<file path="src/rtl/io_port_pkg.sv">
/*
 * Constants for the interpreter's variable space and I/O port: the sizes,
 * the byte, word and bit address maps, the access-size codes and the
 * reset values.
 * Assumes it is compiled before every module that refers to it.
 */
package io_port_pkg;

  localparam int VAR_BYTES       = 16;
  localparam int DATA_BYTES      = 14;
  localparam int DATA_WORDS      = 7;
  localparam int PORT_BITS       = 8;
  localparam int VAR_ADDR_W      = 5;
  localparam int DATA_WORD_AW    = 3;
  localparam int PROG_ADDR_W     = 8;

  // byte map
  localparam logic [4:0] BYTE_PIN_VALUE     = 5'h00;
  localparam logic [4:0] BYTE_PIN_DIRECTION = 5'h01;
  localparam logic [4:0] BYTE_DATA_FIRST    = 5'h02;
  localparam logic [4:0] BYTE_DATA_LAST     = 5'h0F;
  // word map
  localparam logic [4:0] WORD_PORT          = 5'h00;
  localparam logic [4:0] WORD_DATA_FIRST    = 5'h01;
  localparam logic [4:0] WORD_DATA_LAST     = 5'h07;
  // bit map
  localparam logic [4:0] BIT_PIN_VALUE_LO   = 5'h00;
  localparam logic [4:0] BIT_PIN_DIR_LO     = 5'h08;
  localparam logic [4:0] BIT_FLAG_LO        = 5'h10;

  // access size codes
  localparam logic [1:0] ACC_BYTE = 2'h0;
  localparam logic [1:0] ACC_WORD = 2'h1;
  localparam logic [1:0] ACC_BIT  = 2'h2;

  // reset values
  localparam logic [7:0]  PIN_VALUE_RST = 8'h00;
  localparam logic [7:0]  PIN_DIR_RST   = 8'h00;
  localparam logic [15:0] DATA_RST      = 16'h0000;
  localparam logic [7:0]  PROG_ADDR_RST = 8'h00;

endpackage : io_port_pkg

</file>
<file path="src/rtl/var_data_ram.sv">
/*
 * Seven 16-bit data words with a per-bit write mask and a registered
 * read port.
 * Assumes one clock, an active-low asynchronous reset, and that read and
 * write are never requested in the same cycle.
 */
`timescale 1ns/1ps
module var_data_ram #(
  parameter int WORDS = io_port_pkg::DATA_WORDS,
  parameter int AW    = io_port_pkg::DATA_WORD_AW
) (
  input  wire logic          clk_i,
  input  wire logic          arst_n_i,
  input  wire logic          clear_i,
  input  wire logic [AW-1:0] waddr_i,
  input  wire logic [15:0]   wdata_i,
  input  wire logic [15:0]   wmask_i,
  input  wire logic          we_i,
  input  wire logic [AW-1:0] raddr_i,
  input  wire logic          re_i,
  output logic      [15:0]   rdata_o
);

  logic [15:0] mem_r [WORDS];

  always_ff @(posedge clk_i or negedge arst_n_i)
  begin
    if (!arst_n_i)
    begin
      for (int i = 0; i < WORDS; i++)
        mem_r[i] <= io_port_pkg::DATA_RST;
    end
    else if (clear_i)
    begin
      for (int i = 0; i < WORDS; i++)
        mem_r[i] <= io_port_pkg::DATA_RST;
    end
    else if (we_i && (int'(waddr_i) < WORDS))
    begin
      mem_r[waddr_i] <= (mem_r[waddr_i] & ~wmask_i) | (wdata_i & wmask_i);
    end
  end

  always_ff @(posedge clk_i or negedge arst_n_i)
  begin
    if (!arst_n_i)
      rdata_o <= io_port_pkg::DATA_RST;
    else if (re_i)
      rdata_o <= (int'(raddr_i) < WORDS) ? mem_r[raddr_i] : 16'h0000;
  end

endmodule : var_data_ram

</file>
<file path="src/rtl/io_port_variable_map.sv">
/*
 * Variable space and eight-bit I/O port of a small interpreter controller:
 * pin-value and direction bytes, fourteen data bytes with a word view and
 * a bit view of the first data word, transfer of both port bytes to the
 * pins at each instruction start, the open-drain reset line and the
 * eight-bit program address.
 * Assumes all inputs except ARST_N_I are synchronous to CORE_CLK_I and that the
 * interpreter pulses INSN_START_I once before each instruction.
 */
// Chosen here: the register offsets and strobed register access.
`timescale 1ns/1ps
module io_port_variable_map #(
  parameter int PINS = io_port_pkg::PORT_BITS
) (
  input  wire logic                        CORE_CLK_I,
  input  wire logic                        ARST_N_I,
  // variable access port
  input  wire logic [io_port_pkg::VAR_ADDR_W-1:0] VAR_ADDR_I,
  input  wire logic [1:0]                  VAR_SIZE_I,
  input  wire logic [15:0]                 VAR_WDATA_I,
  input  wire logic                        VAR_WR_I,
  input  wire logic                        VAR_RD_I,
  output logic      [15:0]                 VAR_RDATA_O,
  // instruction sequencing
  input  wire logic                        INSN_START_I,
  input  wire logic                        PROG_LOAD_I,
  input  wire logic [io_port_pkg::PROG_ADDR_W-1:0] PROG_LOAD_ADDR_I,
  input  wire logic                        PROG_STEP_I,
  output logic      [io_port_pkg::PROG_ADDR_W-1:0] PROG_ADDR_O,
  // general I/O pins
  input  wire logic [PINS-1:0]             GENERAL_IO_PINS_I,
  output logic      [PINS-1:0]             GENERAL_IO_PINS_O,
  output logic      [PINS-1:0]             GENERAL_IO_PINS_OE_O,
  // open-drain reset line
  input  wire logic                        LOW_SUPPLY_I,
  input  wire logic                        RESET_LINE_I,
  output logic                             RESET_LINE_O,
  output logic                             RESET_LINE_OE_O
);

  typedef enum {SEL_PORT_BYTE, SEL_PORT_WORD, SEL_PORT_BIT,
                SEL_DATA_BYTE, SEL_DATA_WORD, SEL_DATA_BIT,
                SEL_NONE} rd_sel_e;

  logic [PINS-1:0] pin_value_byte_r;
  logic [PINS-1:0] pin_direction_byte_r;
  logic [PINS-1:0] pin_drive_r;
  logic [PINS-1:0] pin_dir_hw_r;
  logic [PINS-1:0] pin_live_r;
  rd_sel_e         rd_sel_r;
  logic [4:0]      rd_addr_r;
  rd_sel_e         rd_sel_nxt;
  logic [PINS-1:0] rd_dir_r;
  logic            line_reset;

  logic [2:0]      ram_waddr;
  logic [15:0]     ram_wdata;
  logic [15:0]     ram_wmask;
  logic            ram_we;
  logic [2:0]      ram_raddr;
  logic            ram_re;
  logic [15:0]     ram_rdata;
  logic [4:0]      data_byte;
  logic [4:0]      data_bit;
  logic [4:0]      port_bit;
  logic [PINS-1:0] pv_nxt;
  logic [PINS-1:0] pd_nxt;
  logic [7:0]      rd_byte;
  logic [7:0]      ram_byte;
  logic            rd_bit;

  // external pull-down on the reset line resets the variable space
  assign line_reset = !RESET_LINE_I;

  // device only ever pulls the line low; released otherwise
  assign RESET_LINE_O    = 1'b0;
  assign RESET_LINE_OE_O = LOW_SUPPLY_I;

  assign data_byte = VAR_ADDR_I - io_port_pkg::BYTE_DATA_FIRST;
  assign data_bit  = VAR_ADDR_I - io_port_pkg::BIT_FLAG_LO;
  assign port_bit  = VAR_ADDR_I - io_port_pkg::BIT_PIN_DIR_LO;

  // write decode for the fourteen data bytes and flags
  always_comb
  begin
    ram_waddr = 3'h0;
    ram_wdata = 16'h0000;
    ram_wmask = 16'h0000;
    ram_we    = 1'b0;
    case (VAR_SIZE_I)
      io_port_pkg::ACC_BYTE:
      begin
        if ((VAR_ADDR_I >= io_port_pkg::BYTE_DATA_FIRST) &&
            (VAR_ADDR_I <= io_port_pkg::BYTE_DATA_LAST))
        begin
          ram_waddr = data_byte[3:1];
          ram_wdata = {VAR_WDATA_I[7:0], VAR_WDATA_I[7:0]};
          ram_wmask = data_byte[0] ? 16'hFF00 : 16'h00FF;
          ram_we    = VAR_WR_I;
        end
      end
      io_port_pkg::ACC_WORD:
      begin
        if ((VAR_ADDR_I >= io_port_pkg::WORD_DATA_FIRST) &&
            (VAR_ADDR_I <= io_port_pkg::WORD_DATA_LAST))
        begin
          ram_waddr = 3'(VAR_ADDR_I - io_port_pkg::WORD_DATA_FIRST);
          ram_wdata = VAR_WDATA_I;
          ram_wmask = 16'hFFFF;
          ram_we    = VAR_WR_I;
        end
      end
      io_port_pkg::ACC_BIT:
      begin
        if (VAR_ADDR_I >= io_port_pkg::BIT_FLAG_LO)
        begin
          ram_waddr = 3'h0;
          ram_wdata = {16{VAR_WDATA_I[0]}};
          ram_wmask = 16'h0001 << data_bit[3:0];
          ram_we    = VAR_WR_I;
        end
      end
      default:
      begin
        ram_we = 1'b0;
      end
    endcase
  end

  // read address for the data memory
  always_comb
  begin
    ram_raddr = 3'h0;
    ram_re    = VAR_RD_I;
    case (VAR_SIZE_I)
      io_port_pkg::ACC_BYTE: ram_raddr = data_byte[3:1];
      io_port_pkg::ACC_WORD: ram_raddr = 3'(VAR_ADDR_I - 5'h01);
      io_port_pkg::ACC_BIT:  ram_raddr = 3'h0;
      default:               ram_re    = 1'b0;
    endcase
  end

  var_data_ram #(
    .WORDS (io_port_pkg::DATA_WORDS),
    .AW    (io_port_pkg::DATA_WORD_AW)
  ) u_data (
    .clk_i    (CORE_CLK_I),
    .arst_n_i (ARST_N_I),
    .clear_i  (line_reset),
    .waddr_i  (ram_waddr),
    .wdata_i  (ram_wdata),
    .wmask_i  (ram_wmask),
    .we_i     (ram_we),
    .raddr_i  (ram_raddr),
    .re_i     (ram_re),
    .rdata_o  (ram_rdata)
  );

  // next values of the two port bytes for byte, word and bit writes
  always_comb
  begin
    pv_nxt = pin_value_byte_r;
    pd_nxt = pin_direction_byte_r;
    if (VAR_WR_I)
    begin
      case (VAR_SIZE_I)
        io_port_pkg::ACC_BYTE:
        begin
          if (VAR_ADDR_I == io_port_pkg::BYTE_PIN_VALUE)
            pv_nxt = VAR_WDATA_I[7:0];
          if (VAR_ADDR_I == io_port_pkg::BYTE_PIN_DIRECTION)
            pd_nxt = VAR_WDATA_I[7:0];
        end
        io_port_pkg::ACC_WORD:
        begin
          if (VAR_ADDR_I == io_port_pkg::WORD_PORT)
          begin
            pv_nxt = VAR_WDATA_I[7:0];
            pd_nxt = VAR_WDATA_I[15:8];
          end
        end
        io_port_pkg::ACC_BIT:
        begin
          if (VAR_ADDR_I < io_port_pkg::BIT_PIN_DIR_LO)
            pv_nxt[VAR_ADDR_I[2:0]] = VAR_WDATA_I[0];
          else if (VAR_ADDR_I < io_port_pkg::BIT_FLAG_LO)
            pd_nxt[port_bit[2:0]] = VAR_WDATA_I[0];
        end
        default:
        begin
          pv_nxt = pin_value_byte_r;
        end
      endcase
    end
  end

  // ram copies of the port bytes; direction clears to all inputs
  always_ff @(posedge CORE_CLK_I or negedge ARST_N_I)
  begin
    if (!ARST_N_I)
    begin
      pin_value_byte_r     <= io_port_pkg::PIN_VALUE_RST;
      pin_direction_byte_r <= io_port_pkg::PIN_DIR_RST;
    end
    else if (line_reset)
    begin
      pin_value_byte_r     <= io_port_pkg::PIN_VALUE_RST;
      pin_direction_byte_r <= io_port_pkg::PIN_DIR_RST;
    end
    else
    begin
      pin_value_byte_r     <= pv_nxt;
      pin_direction_byte_r <= pd_nxt;
    end
  end

  // port hardware loads only at instruction start
  always_ff @(posedge CORE_CLK_I or negedge ARST_N_I)
  begin
    if (!ARST_N_I)
    begin
      pin_drive_r  <= io_port_pkg::PIN_VALUE_RST;
      pin_dir_hw_r <= io_port_pkg::PIN_DIR_RST;
    end
    else if (line_reset)
    begin
      pin_drive_r  <= io_port_pkg::PIN_VALUE_RST;
      pin_dir_hw_r <= io_port_pkg::PIN_DIR_RST;
    end
    else if (INSN_START_I)
    begin
      pin_drive_r  <= pin_value_byte_r;
      pin_dir_hw_r <= pin_direction_byte_r;
    end
  end

  // a 1 drives the pin, a 0 leaves it as input
  assign GENERAL_IO_PINS_O    = pin_drive_r;
  assign GENERAL_IO_PINS_OE_O = pin_dir_hw_r;

  // which view a read strobe selects; unmapped reads give zero
  always_comb
  begin
    rd_sel_nxt = SEL_NONE;
    case (VAR_SIZE_I)
      io_port_pkg::ACC_BYTE:
      begin
        if (VAR_ADDR_I < io_port_pkg::BYTE_DATA_FIRST)
          rd_sel_nxt = SEL_PORT_BYTE;
        else if (VAR_ADDR_I <= io_port_pkg::BYTE_DATA_LAST)
          rd_sel_nxt = SEL_DATA_BYTE;
      end
      io_port_pkg::ACC_WORD:
      begin
        if (VAR_ADDR_I == io_port_pkg::WORD_PORT)
          rd_sel_nxt = SEL_PORT_WORD;
        else if (VAR_ADDR_I <= io_port_pkg::WORD_DATA_LAST)
          rd_sel_nxt = SEL_DATA_WORD;
      end
      io_port_pkg::ACC_BIT:
      begin
        if (VAR_ADDR_I < io_port_pkg::BIT_FLAG_LO)
          rd_sel_nxt = SEL_PORT_BIT;
        else
          rd_sel_nxt = SEL_DATA_BIT;
      end
      default:
      begin
        rd_sel_nxt = SEL_NONE;
      end
    endcase
  end

  // selection stays until the next read so the answer stands
  always_ff @(posedge CORE_CLK_I or negedge ARST_N_I)
  begin
    if (!ARST_N_I)
      rd_sel_r <= SEL_NONE;
    else if (VAR_RD_I)
      rd_sel_r <= rd_sel_nxt;
  end

  // read capture: pins sampled live at the strobe, direction held with
  // them so a later write cannot change an answer already given
  always_ff @(posedge CORE_CLK_I or negedge ARST_N_I)
  begin
    if (!ARST_N_I)
    begin
      rd_addr_r  <= 5'h00;
      pin_live_r <= '0;
      rd_dir_r   <= '0;
    end
    else if (VAR_RD_I)
    begin
      rd_addr_r  <= VAR_ADDR_I;
      pin_live_r <= GENERAL_IO_PINS_I;
      rd_dir_r   <= pin_direction_byte_r;
    end
  end

  // read data, one cycle after the strobe
  always_comb
  begin
    rd_byte = rd_addr_r[0] ? rd_dir_r : pin_live_r;
    rd_bit  = rd_addr_r[3] ? rd_dir_r[rd_addr_r[2:0]]
                           : pin_live_r[rd_addr_r[2:0]];
    if (rd_addr_r[0])
      ram_byte = ram_rdata[15:8];
    else
      ram_byte = ram_rdata[7:0];
    case (rd_sel_r)
      SEL_PORT_BYTE: VAR_RDATA_O = {8'h00, rd_byte};
      SEL_PORT_WORD: VAR_RDATA_O = {rd_dir_r, pin_live_r};
      SEL_PORT_BIT:  VAR_RDATA_O = {15'h0000, rd_bit};
      SEL_DATA_BYTE: VAR_RDATA_O = {8'h00, ram_byte};
      SEL_DATA_WORD: VAR_RDATA_O = ram_rdata;
      SEL_DATA_BIT:  VAR_RDATA_O = {15'h0000, ram_rdata[rd_addr_r[3:0]]};
      default:       VAR_RDATA_O = 16'h0000;
    endcase
  end

  // eight-bit program counter wraps within 256 bytes
  always_ff @(posedge CORE_CLK_I or negedge ARST_N_I)
  begin
    if (!ARST_N_I)
      PROG_ADDR_O <= io_port_pkg::PROG_ADDR_RST;
    else if (line_reset)
      PROG_ADDR_O <= io_port_pkg::PROG_ADDR_RST;
    else if (PROG_LOAD_I)
      PROG_ADDR_O <= PROG_LOAD_ADDR_I;
    else if (PROG_STEP_I)
      PROG_ADDR_O <= PROG_ADDR_O + 8'h01;
  end

endmodule : io_port_variable_map

</file>
<file path="config.mk">
export PLATFORM = sky130hd
export DESIGN_NAME = io_port_variable_map
export DESIGN_NICKNAME = d
export VERILOG_FILES = /design/src/rtl/io_port_pkg.sv /design/src/rtl/var_data_ram.sv /design/src/rtl/io_port_variable_map.sv
export SDC_FILE = /design/constraint.sdc
export NUM_CORES = 1
export LEC_CHECK = 0
export ABC_AREA = 1
export BUFFER_PORTS_ARGS = -buffer_cell sky130_fd_sc_hd__buf_2
export CAP_MARGIN = 5
export CORE_MARGIN = 8
export CORE_UTILIZATION = 29
export CTS_CLUSTER_DIAMETER = 200
export DETAILED_ROUTE_END_ITERATION = 6
export PLACE_DENSITY = 0.45
export SETUP_SLACK_MARGIN = 0.15
export SYNTH_ARGS = -nofsm -noshare
export SYNTH_HDL_FRONTEND = slang
export SYNTH_SLANG_ARGS = --single-unit
</file>
<file path="constraint.sdc">
create_clock -name CORE_CLK_I -period 1.8 [get_ports CORE_CLK_I]
set_input_delay 0.18 -clock CORE_CLK_I [delete_from_list [all_inputs] [get_ports CORE_CLK_I]]
set_output_delay 0.18 -clock CORE_CLK_I [all_outputs]
set_load 0.02 [all_outputs]
</file>
==> flow_metrics.py <==
metrics = {
    "route": {
        "vias_per_cell": 5.13,
        "vias": 13400,
        "detail_route.wl_per_cell_um": 21.0,
        "drcViolationCount": 0,
        "antenna_left": 0,
        "drtIter0Drc": 1195,
        "dr.pass1.iters": 6,
        "wirelength_mm": 54.9,
    },
    "timing": {
        "setup_viol": 128,
        "hold_slack_ps": 39.9,
        "hold_viol": 0,
        "finalMaxSlewViolations": 0,
        "worst_slack_ps": -297,
        "setup_tns_ps": -18910,
        "clock_skew_ps": 16.8,
        "rsz0062_at_grt": "true",
        "min_period_ps": 2100,
        "finalCritPeriodShare_pct": 116,
        "fmax_ghz": 0.477,
    },
    "place": {
        "dp_hpwl_mm": 36.9,
        "dp.cells": 2468,
        "place.gp.congestion": 0.876,
        "numPortBuffers": 86,
        "dp_slack_ps": -655,
    },
    "global_route": {
        "globalRouteTotalUtil_pct": 22.1,
        "grt_pass1_wl_mm": 83.1,
        "antenna_found_initial": 1,
        "grt_pass1_vias": 13200,
        "overflow": 0,
        "busiest_layer": "met2",
        "grt_use_met2_pct": 35.4,
        "grt_use_met3_pct": 4.01,
        "grt_use_met1_pct": 29.1,
        "grt_max_degree": 43,
    },
    "pwr": {
        "power.leakage_nw": 9.12,
        "powerDensity_nw_per_um2": 677,
        "ir_drop_uv": 669,
    },
    "critical_path": {
        "cp_max_fo": 8,
        "path_common_cell": "buf_6",
        "crit_arrival_ps": 1920,
        "worstRegToRegCells": 6,
        "startpoint_type": "flop",
        "worstSetupEndpointType": "output pin",
        "critPathMaxStageDelay_ps": 610,
        "required_ps": 1620,
        "path_class": "reg2out",
        "slowest_stage": "dfstp_2",
        "crit_chain": "inv_2 -> nor3_4 -> buf_6 -> a221oi_2 -> nand3_1 -> buf_6",
    },
    "synth": {
        "synthTopCellsByCount": "nand2_1 (628), dfrtp_1 (189), o21ai_0 (174), nand3_1 (167), inv_1 (149)",
        "async_flop_share_pct": 100,
        "yosysWarnings": 0,
        "ys_top_cells_by_area": "dfrtp_1 (39%), nand2_1 (19%), o21ai_0 (7.1%), nand3_1 (6.9%), inv_1 (4.6%)",
        "ys.flop_type": "dfrtp_1",
        "seq_area_frac_synth_pct": 39.2,
        "ys_ff_latch": 191,
        "synth.most_common_cell": "nand2_1",
        "syn_inst": 1729,
        "synth_top_area_share_pct": 38.8,
        "syn_area_sq_um": 12200,
        "synth_edf_count": 0,
        "syn-num-nets": 1792,
        "synth.avg_cell_area_sq_um": 7.05,
        "netlist.top_cell.by_area": "dfrtp_1",
        "yosysUniqueCellTypes": 54,
    },
    "outcome": {
        "violations": "negative setup slack",
        "status": "finished, violations left",
    },
    "floorplan": {
        "core-area_sq_um": 41800,
        "start_util_pct": 29.2,
        "fp.dieW_um": 221,
        "num_rows": 75,
        "io_pins": 90,
        "die_area_sq_um": 48800,
        "die_h_um": 221,
    },
    "clock_network": {
        "cts_tree": "done",
        "root_buffer": "clkbuf_16",
        "path_clk_slew_ps": 80,
        "h-tree-depth": 4,
        "worstSkewPairLatency_ps": 500,
        "clock_sinks": 191,
        "clockBufferDepth": 2,
        "numCtsBuffers": 17,
    },
    "hold_path": {
        "min_path_type": "in2reg",
        "min_path_cells": 3,
    },
    "finish": {
        "final_cells": 2620,
        "drive_gt1_share_pct": 41.0,
        "area_growth_pct": 59.2,
        "final_util_pct": 46.4,
        "nets": 2130,
    },
    "job": {
        "drv_cap": 0,
    },
}
[worst max-delay path, delay by kind of cell (launching register included)]
family	cells	cell delay [ps]
simple gates	2	350
compound gates	1	70
buf+inv	3	390
flops	1	610
[per-stage QoR]
step	power, mW	area, sq um
floorplan	6.30	12400
global placement	7.72	15100
detailed placement	7.72	15100
CTS	12.6	17800
global route	13.7	19400
finish	13.1	19400
[sequential cells by signal, indices dropped and copies added, names as in the netlist, 4 cells and up]
register and flops:
u_data.rdata_o 16, PROG_ADDR_O 8, GENERAL_IO_PINS_O 8, GENERAL_IO_PINS_OE_O 8, rd_addr_r 4, rd_dir_r 8
pin_direction_byte_r 8, u_data.mem_r 112, pin_value_byte_r 8, pin_live_r 8
[placed cells by master (no fill, tap or decap), types with 8 or more instances in the layout]
cell,count
inv_2,13
o21ai_1,36
ha_1,9
nor2_4,14
o21ai_2,21
o21ai_0,122
buf_4,168
a21oi_1,30
dfrtp_1,188
buf_2,67
nand3_2,51
nor3_1,9
nand3_1,102
nand3_4,23
nor3_4,8
clkbuf_16,21
dlygate4sd3_1,16
nand2_1,443
nor2_1,78
buf_12,61
o2111ai_1,9
inv_1,136
buf_16,12
buf_6,63
o211ai_1,17
nand2_2,150
o22ai_4,11
nor2_2,13
nand2_4,53
[path summary, 6_finish.rpt]
| check | start | end | slack, ps |
|---|---|---|---|
| worst max-delay path | rd_sel_r[1]$_DFFE_PN1P_ | VAR_RDATA_O[0] | -300 |
| worst min-delay path | VAR_WDATA_I[6] | pin_direction_byte_r[6]$_DFFE_PN0P_ | 40 |
| worst max register to register | PROG_ADDR_O[2]$_DFFE_PN0P_ | PROG_ADDR_O[7]$_DFFE_PN0P_ | 250 |
| worst min register to register | u_data.mem_r[89]$_DFFE_PN0P_ | u_data.mem_r[89]$_DFFE_PN0P_ | 490 |
| max in group asynchronous | ARST_N_I | u_data.mem_r[58]$_DFFE_PN0P_ | 970 |
| min in group asynchronous | ARST_N_I | pin_live_r[3]$_DFFE_PN0P_ | 210 |
[cell type report]
cell class / count / area [sq um]
Antenna cell: 1 / 2.50
Tap cell: 539 / 674
Clock inverter: 15 / 203
Sequential cell: 191 / 4780
Timing Repair inverter: 1 / 11.3
Clock buffer: 17 / 425
Inverter: 166 / 706
Multi-Input combinational cell: 1289 / 8290
Timing Repair Buffer: 401 / 4300
Fill cell: 4071 / 22400
[routing by layer]
| metal | wire, um | part of all wire, % | vias to the layer above |
|---|---|---|---|
| met1 | 24300 | 44 | 6576 |
| met4 | 2170 | 4.0 | 0 |
| met2 | 25600 | 47 | 427 |
| met5 | 0 | 0 | - |
| li1 | - | - | 6334 |
| met3 | 2880 | 5.2 | 110 |
[logic make-up (layout without fill, tap and decap cells)]
kind of cell | Yosys count | in the layout | synth area share [%]
AND/OR/NAND/NOR | 963 | 963 | 35.1
AO/OA/AOI/OAI | 304 | 304 | 15.0
buffers and inverters | 249 | 600 | 8.70
flip-flops | 191 | 191 | 39.2
adder cells (fa/ha/maj) | 15 | 15 | 1.54
XOR/XNOR | 6 | 6 | 0.431
other | 1 | 2 | 0.0308
[report_power, final]
part           internal, mW  leakage (nW)  switching (mW)
Combinational          1.73          6.22            2.42
Clock                  2.24         0.308            2.05
Sequential             4.52          2.58           0.174
Total                  8.48          9.12            4.64
[what timing repair did]
action / in CTS / in global routing
gates cloned: 13 / 5
hold endpoints to repair: 126 / 0
endpoints found under the setup margin: 145 / 144
resized for setup: 258 / 348
setup buffers: 55 / 30
hold buffers: 16 / 0
pin swaps: 99 / 154
(Power assumes the default switching activity.)
